$ cat src/hdl/gcc_pkg.sv
// package: register map, field positions, reset values and timing for the config bank
package gcc_pkg;

   // ----------------------------------------------------------------
   // register indices and byte addresses
   // ----------------------------------------------------------------
   localparam logic [7:0] IDX_CTRL_TWO  = 8'h10;
   localparam logic [7:0] IDX_SETTINGS  = 8'h11;
   localparam logic [7:0] IDX_SYNTH     = 8'h12;
   localparam logic [7:0] ADDR_CTRL_TWO = 8'(IDX_CTRL_TWO * 4);
   localparam logic [7:0] ADDR_SETTINGS = 8'(IDX_SETTINGS * 4);
   localparam logic [7:0] ADDR_SYNTH    = 8'(IDX_SYNTH * 4);

   // ----------------------------------------------------------------
   // reset values
   // ----------------------------------------------------------------
   localparam logic [7:0] RST_CTRL_TWO  = 8'h0A;
   localparam logic [7:0] RST_SETTINGS  = 8'h3C;
   localparam logic [7:0] RST_SYNTH     = 8'h02;

   // ----------------------------------------------------------------
   // output_pin_control_two fields
   // ----------------------------------------------------------------
   localparam int POS_OUT_TWO_FUNC   = 5;
   localparam int POS_OUT_ONE_FUNC   = 4;
   localparam int POS_OUT_TWO_DRIVE  = 3;
   localparam int POS_OUT_TWO_GATE   = 1;
   localparam int POS_OUT_TWO_LEVEL  = 0;

   // ----------------------------------------------------------------
   // general_settings fields
   // ----------------------------------------------------------------
   localparam int POS_STARTUP_SCALE  = 7;
   localparam int POS_SHUTDOWN_SCALE = 6;
   localparam int POS_EXT_CLK_PD     = 5;
   localparam int POS_ENABLE_PIN_THREE_PULLDOWN         = 4;
   localparam int POS_ENABLE_PIN_TWO_PULLDOWN         = 3;
   localparam int POS_ENABLE_PIN_ONE_PULLDOWN         = 2;
   localparam int POS_THERMAL_THR    = 1;
   localparam int POS_SPREAD         = 0;

   // ----------------------------------------------------------------
   // clock_synth_control fields
   // ----------------------------------------------------------------
   localparam int POS_PLL_ON         = 6;
   localparam int POS_FRAC_DIV       = 5;
   localparam int POS_FREQ_CODE      = 0;

   // ----------------------------------------------------------------
   // timing: one delay unit is half a millisecond
   // ----------------------------------------------------------------
   localparam int CLK_PERIOD_NS      = 5;
   localparam int DELAY_UNIT_NS      = 500000;
   localparam int DELAY_UNIT_CYCLES  = DELAY_UNIT_NS / CLK_PERIOD_NS;

   typedef enum logic [1:0] {GCC_GATE_NONE, GCC_GATE_EN1, GCC_GATE_EN2, GCC_GATE_EN3} gcc_gate_t;

endpackage

$ cat src/hdl/gcc_config_regs.sv
// module: output-pin, general settings and clock synthesis configuration registers on APB
//
// Summary of operation
// - pin two select: clock input or output
// - pin one select: power good or output
// - output two drive: push-pull or open-drain
// - gating code ANDs level with enable pin
// - gating code zero uses level bit alone
// - level bit sets output two high/low
// - startup scale: half or whole millisecond steps
// - shutdown scale: half or whole millisecond steps
// - clock input pull-down enable, default on
// - enable pin pull-downs, default on
// - thermal threshold 125 or 140 degrees
// - spread spectrum on/off for all converters
// - synth off forces internal RC oscillator
// - synth on runs in standby and active
// - synth on selects external clock when present
// - synth on pulses event on clock change
// - frequency code n means n+1 MHz
// - defaults loaded from OTP once after reset release
// - startup delay code times selected step
`timescale 1ns/1ps
module gcc_config_regs #(
   parameter int TICK_CYCLES = gcc_pkg::DELAY_UNIT_CYCLES
) (
   input  wire logic        clock,
   input  wire logic        rst,
   input  wire logic        psel,
   input  wire logic        penable,
   input  wire logic        pwrite,
   input  wire logic [7:0]  paddr,
   input  wire logic [31:0] pwdata,
   input  wire logic [3:0]  pstrb,
   output logic             pready,
   output logic [31:0]      prdata,
   output logic             pslverr,
   input  wire logic [7:0]  otp_ctrl_two,
   input  wire logic [7:0]  otp_settings,
   input  wire logic [7:0]  otp_synth,
   input  wire logic        enable_pin_one,
   input  wire logic        enable_pin_two,
   input  wire logic        enable_pin_three,
   input  wire logic        power_good_one,
   input  wire logic        general_output_one,
   input  wire logic        ext_clock_present,
   input  wire logic [3:0]  out_two_startup_code,
   input  wire logic [3:0]  out_two_shutdown_code,
   output logic             out_two_pin_out,
   output logic             out_two_pin_oe,
   output logic             out_one_pin_level,
   output logic             ext_clock_pin_pulldown,
   output logic             enable_pin_one_pulldown,
   output logic             enable_pin_two_pulldown,
   output logic             enable_pin_three_pulldown,
   output logic             thermal_warning_threshold,
   output logic             spread_spectrum_on,
   output logic             synth_running,
   output logic             ext_clock_selected,
   output logic             ext_clock_change_pulse,
   output logic [4:0]       ext_clock_freq_code
);

   localparam int TW = $clog2(TICK_CYCLES + 1);

   typedef struct packed {
      logic [7:0]  ctrl_two;
      logic [7:0]  settings;
      logic [7:0]  synth;
      logic        load_pend;
      logic        pready;
      logic [31:0] prdata;
      logic        pslverr;
      logic        target;
      logic        level;
      logic        busy;
      logic [4:0]  remain;
      logic [TW-1:0] tick;
      logic        ext_prev;
      logic        evt;
      logic        use_ext;
      logic        pin_out;
      logic        pin_oe;
      logic        pin_one;
   } gcc_state_t;

   gcc_state_t s_q;
   gcc_state_t s_d;

   logic access;
   logic wr_now;
   logic hit_two;
   logic hit_set;
   logic hit_syn;
   logic gated;
   logic scale;
   logic [3:0] code;

   // ----------------------------------------------------------------
   // next-state logic
   // ----------------------------------------------------------------
   always_comb
   begin
      s_d     = s_q;
      access  = psel && penable;
      hit_two = paddr == gcc_pkg::ADDR_CTRL_TWO;
      hit_set = paddr == gcc_pkg::ADDR_SETTINGS;
      hit_syn = paddr == gcc_pkg::ADDR_SYNTH;
      wr_now  = access && s_q.pready && pwrite && pstrb[0];

      // apb: one wait state, write lands at the edge with pready high
      s_d.pready  = access && !s_q.pready;
      s_d.pslverr = access && !s_q.pready && !(hit_two || hit_set || hit_syn);
      s_d.prdata  = 32'h00000000;
      if (access && !s_q.pready && !pwrite)
      begin
         if (hit_two)
            s_d.prdata = {24'h000000, s_q.ctrl_two};
         else if (hit_set)
            s_d.prdata = {24'h000000, s_q.settings};
         else if (hit_syn)
            s_d.prdata = {24'h000000, s_q.synth};
      end
      // full byte stored, reserved bits included
      if (wr_now && hit_two)
         s_d.ctrl_two = pwdata[7:0];
      if (wr_now && hit_set)
         s_d.settings = pwdata[7:0];
      if (wr_now && hit_syn)
         s_d.synth = pwdata[7:0];

      // defaults from OTP once after reset release
      if (s_q.load_pend)
      begin
         s_d.ctrl_two  = otp_ctrl_two;
         s_d.settings  = otp_settings;
         s_d.synth     = otp_synth;
         s_d.load_pend = 1'b0;
      end

      // enable-pin gating of the level bit
      case (gcc_pkg::gcc_gate_t'(s_q.ctrl_two[gcc_pkg::POS_OUT_TWO_GATE +: 2]))
         gcc_pkg::GCC_GATE_NONE: gated = s_q.ctrl_two[gcc_pkg::POS_OUT_TWO_LEVEL];
         gcc_pkg::GCC_GATE_EN1:  gated = s_q.ctrl_two[gcc_pkg::POS_OUT_TWO_LEVEL] && enable_pin_one;
         gcc_pkg::GCC_GATE_EN2:  gated = s_q.ctrl_two[gcc_pkg::POS_OUT_TWO_LEVEL] && enable_pin_two;
         gcc_pkg::GCC_GATE_EN3:  gated = s_q.ctrl_two[gcc_pkg::POS_OUT_TWO_LEVEL] && enable_pin_three;
         default:                gated = 1'b0;
      endcase

      // startup/shutdown delay in half-millisecond units
      scale = gated ? s_q.settings[gcc_pkg::POS_STARTUP_SCALE]
                    : s_q.settings[gcc_pkg::POS_SHUTDOWN_SCALE];
      code  = gated ? out_two_startup_code : out_two_shutdown_code;
      s_d.target = gated;
      if (gated != s_q.target)
      begin
         s_d.busy   = gated != s_q.level;
         s_d.remain = scale ? {code, 1'b0} : {1'b0, code};
         s_d.tick   = '0;
      end
      else if (s_q.busy)
      begin
         if (s_q.remain == 5'h00)
         begin
            s_d.level = s_q.target;
            s_d.busy  = 1'b0;
         end
         else if (s_q.tick == TW'(TICK_CYCLES - 1))
         begin
            s_d.tick   = '0;
            s_d.remain = s_q.remain - 5'h01;
         end
         else
            s_d.tick = s_q.tick + TW'(1);
      end

      // pin two: clock input (released) or output two
      if (!s_q.ctrl_two[gcc_pkg::POS_OUT_TWO_FUNC])
      begin
         s_d.pin_out = 1'b0;
         s_d.pin_oe  = 1'b0;
      end
      else if (s_q.ctrl_two[gcc_pkg::POS_OUT_TWO_DRIVE])
      begin
         s_d.pin_out = 1'b0;
         s_d.pin_oe  = !s_q.level;
      end
      else
      begin
         s_d.pin_out = s_q.level;
         s_d.pin_oe  = 1'b1;
      end

      // pin one: power good or output one
      s_d.pin_one = s_q.ctrl_two[gcc_pkg::POS_OUT_ONE_FUNC] ? general_output_one
                                                             : power_good_one;

      // clock source and change event while synth runs
      s_d.ext_prev = ext_clock_present;
      s_d.use_ext  = s_q.synth[gcc_pkg::POS_PLL_ON] && ext_clock_present;
      s_d.evt      = s_q.synth[gcc_pkg::POS_PLL_ON] && (ext_clock_present != s_q.ext_prev);
   end

   // ----------------------------------------------------------------
   // state register
   // ----------------------------------------------------------------
   always_ff @(posedge clock or posedge rst)
   begin
      if (rst)
      begin
         s_q           <= '0;
         s_q.ctrl_two  <= gcc_pkg::RST_CTRL_TWO;
         s_q.settings  <= gcc_pkg::RST_SETTINGS;
         s_q.synth     <= gcc_pkg::RST_SYNTH;
         s_q.load_pend <= 1'b1;
      end
      else
         s_q <= s_d;
   end

   // ----------------------------------------------------------------
   // outputs
   // ----------------------------------------------------------------
   assign pready                    = s_q.pready;
   assign prdata                    = s_q.prdata;
   assign pslverr                   = s_q.pslverr;
   assign out_two_pin_out           = s_q.pin_out;
   assign out_two_pin_oe            = s_q.pin_oe;
   assign out_one_pin_level         = s_q.pin_one;
   assign ext_clock_pin_pulldown    = s_q.settings[gcc_pkg::POS_EXT_CLK_PD];
   assign enable_pin_three_pulldown = s_q.settings[gcc_pkg::POS_ENABLE_PIN_THREE_PULLDOWN];
   assign enable_pin_two_pulldown   = s_q.settings[gcc_pkg::POS_ENABLE_PIN_TWO_PULLDOWN];
   assign enable_pin_one_pulldown   = s_q.settings[gcc_pkg::POS_ENABLE_PIN_ONE_PULLDOWN];
   assign thermal_warning_threshold = s_q.settings[gcc_pkg::POS_THERMAL_THR];
   assign spread_spectrum_on        = s_q.settings[gcc_pkg::POS_SPREAD];
   assign synth_running             = s_q.synth[gcc_pkg::POS_PLL_ON];
   assign ext_clock_selected        = s_q.use_ext;
   assign ext_clock_change_pulse    = s_q.evt;
   assign ext_clock_freq_code       = s_q.synth[gcc_pkg::POS_FREQ_CODE +: 5];
endmodule

$ cat config.mk
export PLATFORM = sky130hd
export DESIGN_NAME = gcc_config_regs
export DESIGN_NICKNAME = d
export VERILOG_FILES = /design/src/hdl/gcc_pkg.sv /design/src/hdl/gcc_config_regs.sv
export SDC_FILE = /design/constraint.sdc
export NUM_CORES = 1
export LEC_CHECK = 0
export ABC_CLOCK_PERIOD_IN_PS = 3900
export BUFFER_PORTS_ARGS = -buffer_cell sky130_fd_sc_hd__buf_2
export CORE_MARGIN = 4
export CORE_UTILIZATION = 35
export DETAILED_ROUTE_END_ITERATION = 6
export HOLD_SLACK_MARGIN = 0.12
export PLACE_DENSITY = 0.65
export SETUP_SLACK_MARGIN = 0.05
export SYNTH_ARGS = -nofsm -noshare
export SYNTH_HDL_FRONTEND = slang
export SYNTH_SLANG_ARGS = --single-unit
$ cat constraint.sdc
create_clock -name clock -period 3.9 [get_ports clock]
set_input_delay 0.195 -clock clock [delete_from_list [all_inputs] [get_ports clock]]
set_output_delay 0.195 -clock clock [all_outputs]
set_load 0.02 [all_outputs]
==> impl_metrics.yaml, run 1 <==
clock_network:
  cts_num_sinks: 66
  clkLatencyLatePin_ps: 340
  h-tree-depth: 3
  numCtsBuffers: 9
  cts_resized: 0
  clkSlewWorstSetupHoldPaths_ps: 70
  tritoncts: "yes"
  clk_path_buf_depth: 2
  clockRootBuffer: "clkbuf_8"
critical_path:
  crit_path_start_kind: "register"
  path_class: "register to register"
  required_ps: 4130
  cp-end-kind: "register"
  arrival_ps: 2540
  worst-path-max-fanout: 16
yosys:
  synthFlopType: "dfrtp_1"
  synth_top_cell_by_area: "dfrtp_1"
  ys_seq_area_share_pct: 43.5
  ys_warn_count: 0
  synth_cells: 405
  avgSynthCellArea_sq_um: 9.43
  ys_async_sr_fraction_pct: 100
  yosys.area.top_type_share_pct: 38.0
  synth.top_cells.by_area: "dfrtp_1 38%, mux2i_1 9.7%, buf_4 7.7%"
  synth_edf_count: 0
  ys_types: 57
  syn-cell-area_sq_um: 3820
  ys_ff_latch: 66
timing:
  final_max_slew_viol_count: 0
  hold_viol_final: 0
  max_slew.worst_pin.slew_ps: 1060
  period_minus_slack_ps: 2310
  timing.fmax_mhz: 432
  final-setup-viol-count: 0
  relSlewSlack_pct: 29.0
  finalCritPeriodShare_pct: 59.3
  rsz0062_at_grt: "false"
  finalClockSkew_ps: 5.67
  setup_tns_ps: 0
layout:
  nNetsFinal: 592
  area_growth_pct: 22.9
  postLayoutCellArea_sq_um: 4690
  drive_gt1_share_pct: 25.0
  final-instance-count-excl-fill: 644
pwr:
  max-vdd-ir-drop_v: 0.000246
  p_total_mw: 1.94
  powerDensity_nw_per_um2: 414
  cellLeakagePower_nw: 2.06
die:
  die-area_sq_um: 12600
  coreArea_sq_um: 10500
  io_pins: 138
  die_w_um: 112
  row_count: 37
  die_y_um: 112
  start_util_pct: 36.5
global_routing:
  grt_max_degree: 49
  grtUsageTotal_pct: 14.8
  grt_overflow: 0
  grt_pass1_wl_um: 15400
  grt_pass1_vias: 3170
  antenna_found_initial: 0
route:
  vias_per_cell: 5.00
  vias: 3221
  drt_first_pass_iters: 5
  routed_wl_um: 9450
  ant_nets: 0
  drc_errors: 0
  drt_iter0_drc: 202
  post_drt_wl_per_cell_um: 14.7
placed_design:
  placed_cell_area_sq_um: 4170
  placed_cells: 597
  hpwl_um: 6660
  portBuffers: 86
  gp_congestion: 0.849
status:
  outcome: "completed"
run:
  cap_violations: 0
min_path:
  min_path_type: "input port to register"
## registers in the layout, indices dropped and copies added (netlist names)
register,cells
ext_clock_selected,1
synth_running,1
ext_clock_freq_code,5
ext_clock_pin_pulldown,1
thermal_warning_threshold,1
s_q,39
out_two_pin_out,1
ext_clock_change_pulse,1
enable_pin_one_pulldown,1
prdata,8
enable_pin_three_pulldown,1
pslverr,1
enable_pin_two_pulldown,1
out_two_pin_oe,1
spread_spectrum_on,1
pready,1
out_one_pin_level,1
## metrics by stage
stage	hold WS [ps]	setup WS [ps]	utilization, %
2_1_floorplan	226	1990	-
3_3_place_gp	342	1650	39.8
3_5_place_dp	343	1560	39.8
4_1_cts	126	1610	44.8
5_1_grt	147	1430	44.8
6_report	148	1590	44.8
## power by group
part	internal, mW	total [mW]	switching, mW	leakage [nW]
sequential	0.760	0.844	0.0849	0.839
clock	0.361	0.633	0.272	0.0987
combinational	0.189	0.466	0.277	1.12
total	1.31	1.94	0.634	2.06
## cells in the mapped netlist (2+ instances only)
library cell	count
nand4b_1	3
a22oi_1	4
buf_2	4
and2_1	3
dfrtp_1	58
buf_4	39
nor2b_1	4
xnor2_1	2
nand2b_1	6
nor4b_1	3
or3_1	2
o21ai_1	2
o21ai_0	39
nor3b_1	2
nand2_1	37
nor2_1	35
mux2i_1	37
mux2_2	2
ha_1	3
o2111ai_1	2
a31oi_1	3
nor3_1	9
xor2_1	4
nand3_1	5
dfstp_2	8
a41oi_1	3
o22a_1	2
a21oi_1	21
inv_1	7
clkbuf_1	15
nand3b_1	4
nand4_1	8
or4b_1	2
nor4_1	4
## worst max-delay path: stages (launching register included)
cell and delay [ps]:
dfrtp_1 450, ha_1 220, nand4_1 320, nor4_4 540
buf_4 290, o21ai_0 110, a22oi_1 200, nor2_1 60
## layout by cell type, fill, tap and decap left out, types with 4 or more instances in the layout
cell and n:
mux2i_1 37, conb_1 25, inv_1 6, dlygate4sd3_1 30, buf_4 6, nand2b_1 6, xor2_1 4, nand3_1 5
nand3b_1 4, dfstp_2 8, nand4_1 8, nor2_1 35, o21ai_0 39, buf_2 86, nor2b_1 4, nor4_1 4
nand2_1 37, nor3_1 9, clkbuf_8 9, dfrtp_1 58, a21oi_1 21, a22oi_1 4
## final timing paths
kind / start / endpoint / slack (ps) / cells past startpoint
setup / recovery: s_q[6]$_DFFE_PP0P_ / s_q[18]$_DFFE_PP0P_ / 1590 / 7
hold / removal: out_two_shutdown_code[0] / s_q[23]$_DFFE_PP0P_ / 150 / 3
setup reg to reg: s_q[6]$_DFFE_PP0P_ / s_q[18]$_DFFE_PP0P_ / 1590 / 7
hold reg to reg: pready$_DFF_PP0_ / pready$_DFF_PP0_ / 490 / 1
max in group asynchronous: rst / s_q[65]$_DFF_PP1_ / 2440 / 4
min in group asynchronous: rst / s_q[9]$_DFFE_PP0P_ / 550 / 3
## area by class of cell
cell class | instances | area (sq um)
Antenna cell | 1 | 2.50
Tap cell | 136 | 170
Sequential cell | 66 | 1660
Inverter | 7 | 26.3
Timing Repair Buffer | 122 | 776
Clock buffer | 10 | 128
Clock inverter | 6 | 91.3
Fill cell | 1041 | 5770
Multi-Input combinational cell | 296 | 1840
## cells by family after synthesis
family                     count (synthesis)  share of synthesized area (%)
and+or+nand+nor                          136                           19.1
AOI/OAI and AO/OA                         86                           13.6
buffers and inverters                     67                           10.8
DFF                                       66                           43.5
muxes                                     39                           10.3
xor gates and xnor gates                   6                           1.38
adders and majority gates                  4                           1.25
other                                      1                         0.0982
## what timing repair did
| item | in CTS | in global routing |
|---|---|---|
| hold buffers | 30 | 0 |
| endpoints found under the hold margin | 62 | 0 |
| buffers inserted | 0 | 0 |
## routing by layer
metal	track usage, %	vias up	wire length [um]
met4	5.05	0	169
met5	0	-	0
li1	-	1571	-
met3	4.20	12	499
met2	23.8	99	4580
met1	19.3	1539	4200
No activity file was read; power rests on OpenSTA's default activity.
==> run 2: changes to the inputs <==
ABC_CLOCK_PERIOD_IN_PS = 2100   (was 3900)
PLACE_DENSITY = 0.67   (was 0.65)
clock period = 2.1 ns   (was 3.9 ns; I/O delays follow)
==> run 2 against run 1 <==
  * Setup slack lost 1400 ps
  * Critical path depth did not move
  * Sequential share of layout area is 2.1 points lower
  * Critical path type unchanged
  * Largest cell class unchanged
==> impl_metrics.yaml, run 2 (synthesis results as in run 1) <==
die:
  row_count: 37
  start_util_pct: 36.5
  die_w_um: 112
  coreArea_sq_um: 10500
  io_pins: 138
  die-area_sq_um: 12600
  die_y_um: 112
placed_design:
  preCtsSetupSlack_ps: 83.1
  placed_cells: 615
  placed_cell_area_sq_um: 4320
  hpwl_um: 6880
  gp_congestion: 0.819
  portBuffers: 86
layout:
  final_common_cell: "buf_2"
  postLayoutCellArea_sq_um: 4990
  fillCellCount: 999
  area_growth_pct: 30.6
  largest_reg_flops: 39
  final_util_pct: 47.7
  mostFrequentLayoutCells: "86 x buf_2, 58 x dfrtp_1, 39 x o21ai_0, 39 x dlygate4sd3_1, 37 x nand2_1"
  drive_gt1_share_pct: 29.1
  regMostFlops: "s_q"
  nNetsFinal: 621
  final-instance-count-excl-fill: 673
global_routing:
  grt_pass1_wl_um: 16500
  grt_pass1_vias: 3443
  grtUsageTotal_pct: 15.8
  grt_overflow: 0
  grt_max_degree: 67
  antenna_found_initial: 0
critical_path:
  arrival_ps: 2220
  cp-end-kind: "register"
  path_class: "register to register"
  r2r_start: "s_q[6]$_DFFE_PP0P_"
  cp-startpoint: "s_q[6]$_DFFE_PP0P_"
  reg2reg_slack_ps: 150
  r2r-end: "s_q[9]$_DFFE_PP0P_"
  worst-path-max-fanout: 10
  required_ps: 2370
  reg2reg_depth: 7
  crit_path_start_kind: "register"
timing:
  finalClockSkew_ps: 12.9
  timing.fmax_mhz: 513
  relSlewSlack_pct: 50.2
  hold_ws_ps: 169
  max_slew.worst_pin.slew_ps: 747
  setup_tns_ps: 0
  finalCritPeriodShare_pct: 92.9
  fin_ws_ps: 150
  period_minus_slack_ps: 1950
  final-setup-viol-count: 0
  final_max_slew_viol_count: 0
  hold_viol_final: 0
  rsz0062_at_grt: "true"
route:
  routed_wl_um: 9940
  drc_errors: 0
  ant_nets: 0
  drt_first_pass_iters: 4
  vias_per_cell: 5.08
  drt_iter0_drc: 211
  post_drt_wl_per_cell_um: 14.8
  vias: 3419
clock_network:
  cts_num_sinks: 66
  tritoncts: "yes"
  clockRootBuffer: "clkbuf_8"
  clk_path_buf_depth: 2
  clkLatencyLatePin_ps: 340
  numCtsBuffers: 9
  h-tree-depth: 3
  clkSlewWorstSetupHoldPaths_ps: 70
status:
  outcome: "completed"
pwr:
  cellLeakagePower_nw: 2.22
  max-vdd-ir-drop_v: 0.000361
  p_total_mw: 3.69
  powerDensity_nw_per_um2: 740
run:
  cap_violations: 0
min_path:
  min_path_type: "input port to register"
  hold_depth: 3
  hold_start: "pwdata[6]"
  hold_end: "s_q[80]$_DFFE_PP0P_"
-- run 2: cell count changes in the layout (fill, tap and decap cells not counted), sizes merged --
cell,previous run,this run
buf,92,112
dlygate4sd3,30,39
clkinvlp,3,0
clkinv,1,3
clkbuf,10,11
-- run 2: power by group --
part | total [mW] | switching [mW] | internal [mW]
Clock | 1.15 | 0.482 | 0.667
Sequential | 1.55 | 0.144 | 1.41
Combinational | 0.986 | 0.546 | 0.440
-- run 2: worst max-delay path, stage by stage, from the launching register on --
cell      delay, ps
dfrtp_1         380
ha_1            230
nand4_1         200
nor4_4           90
buf_6           150
nand2b_1        160
or4b_1          530
a21oi_2         140
-- run 2: how the worst max path moves through the flow --
| stage | endpoint | slack [ps] |
|---|---|---|
| floorplan | s_q[13]$_DFFE_PP0P_ | 190 |
| global placement | s_q[23]$_DFFE_PP0P_ | 110 |
| detailed placement | s_q[23]$_DFFE_PP0P_ | 80 |
| CTS | s_q[23]$_DFFE_PP0P_ | 70 |
| global route | s_q[9]$_DFFE_PP0P_ | 20 |
| finish | s_q[9]$_DFFE_PP0P_ | 150 |
-- run 2: metal layers --
metal  share of wire [%]  routed length (um)  track usage (%)  vias up
met3                 5.6                 554             2.48       21
met4                 2.7                 264             8.41        0
met5                   0                   0                0        -
li1                    -                   -                -     1632
met1                  44                4380             20.8     1637
met2                  48                4740             25.1      129
-- run 2: cell type report --
cell class                 count  area [sq um]  area share, %
clock buffer                  11           131           2.63
multi-input combinational    296          1880           37.7
inverter                       7          26.3          0.527
timing repair buffer         151          1040           20.8
antenna                        1          2.50         0.0502
clock inverter                 5          78.8           1.58
tap                          136           170           3.41
sequential                    66          1660           33.3
-- run 2: timing repair --
action                                 CTS  global route
hold buffers                            39             0
gates resized for setup                  1            11
pin swaps                                0             3
setup endpoints to repair                1            22
buffers inserted                         0             2
endpoints found under the hold margin   94             0
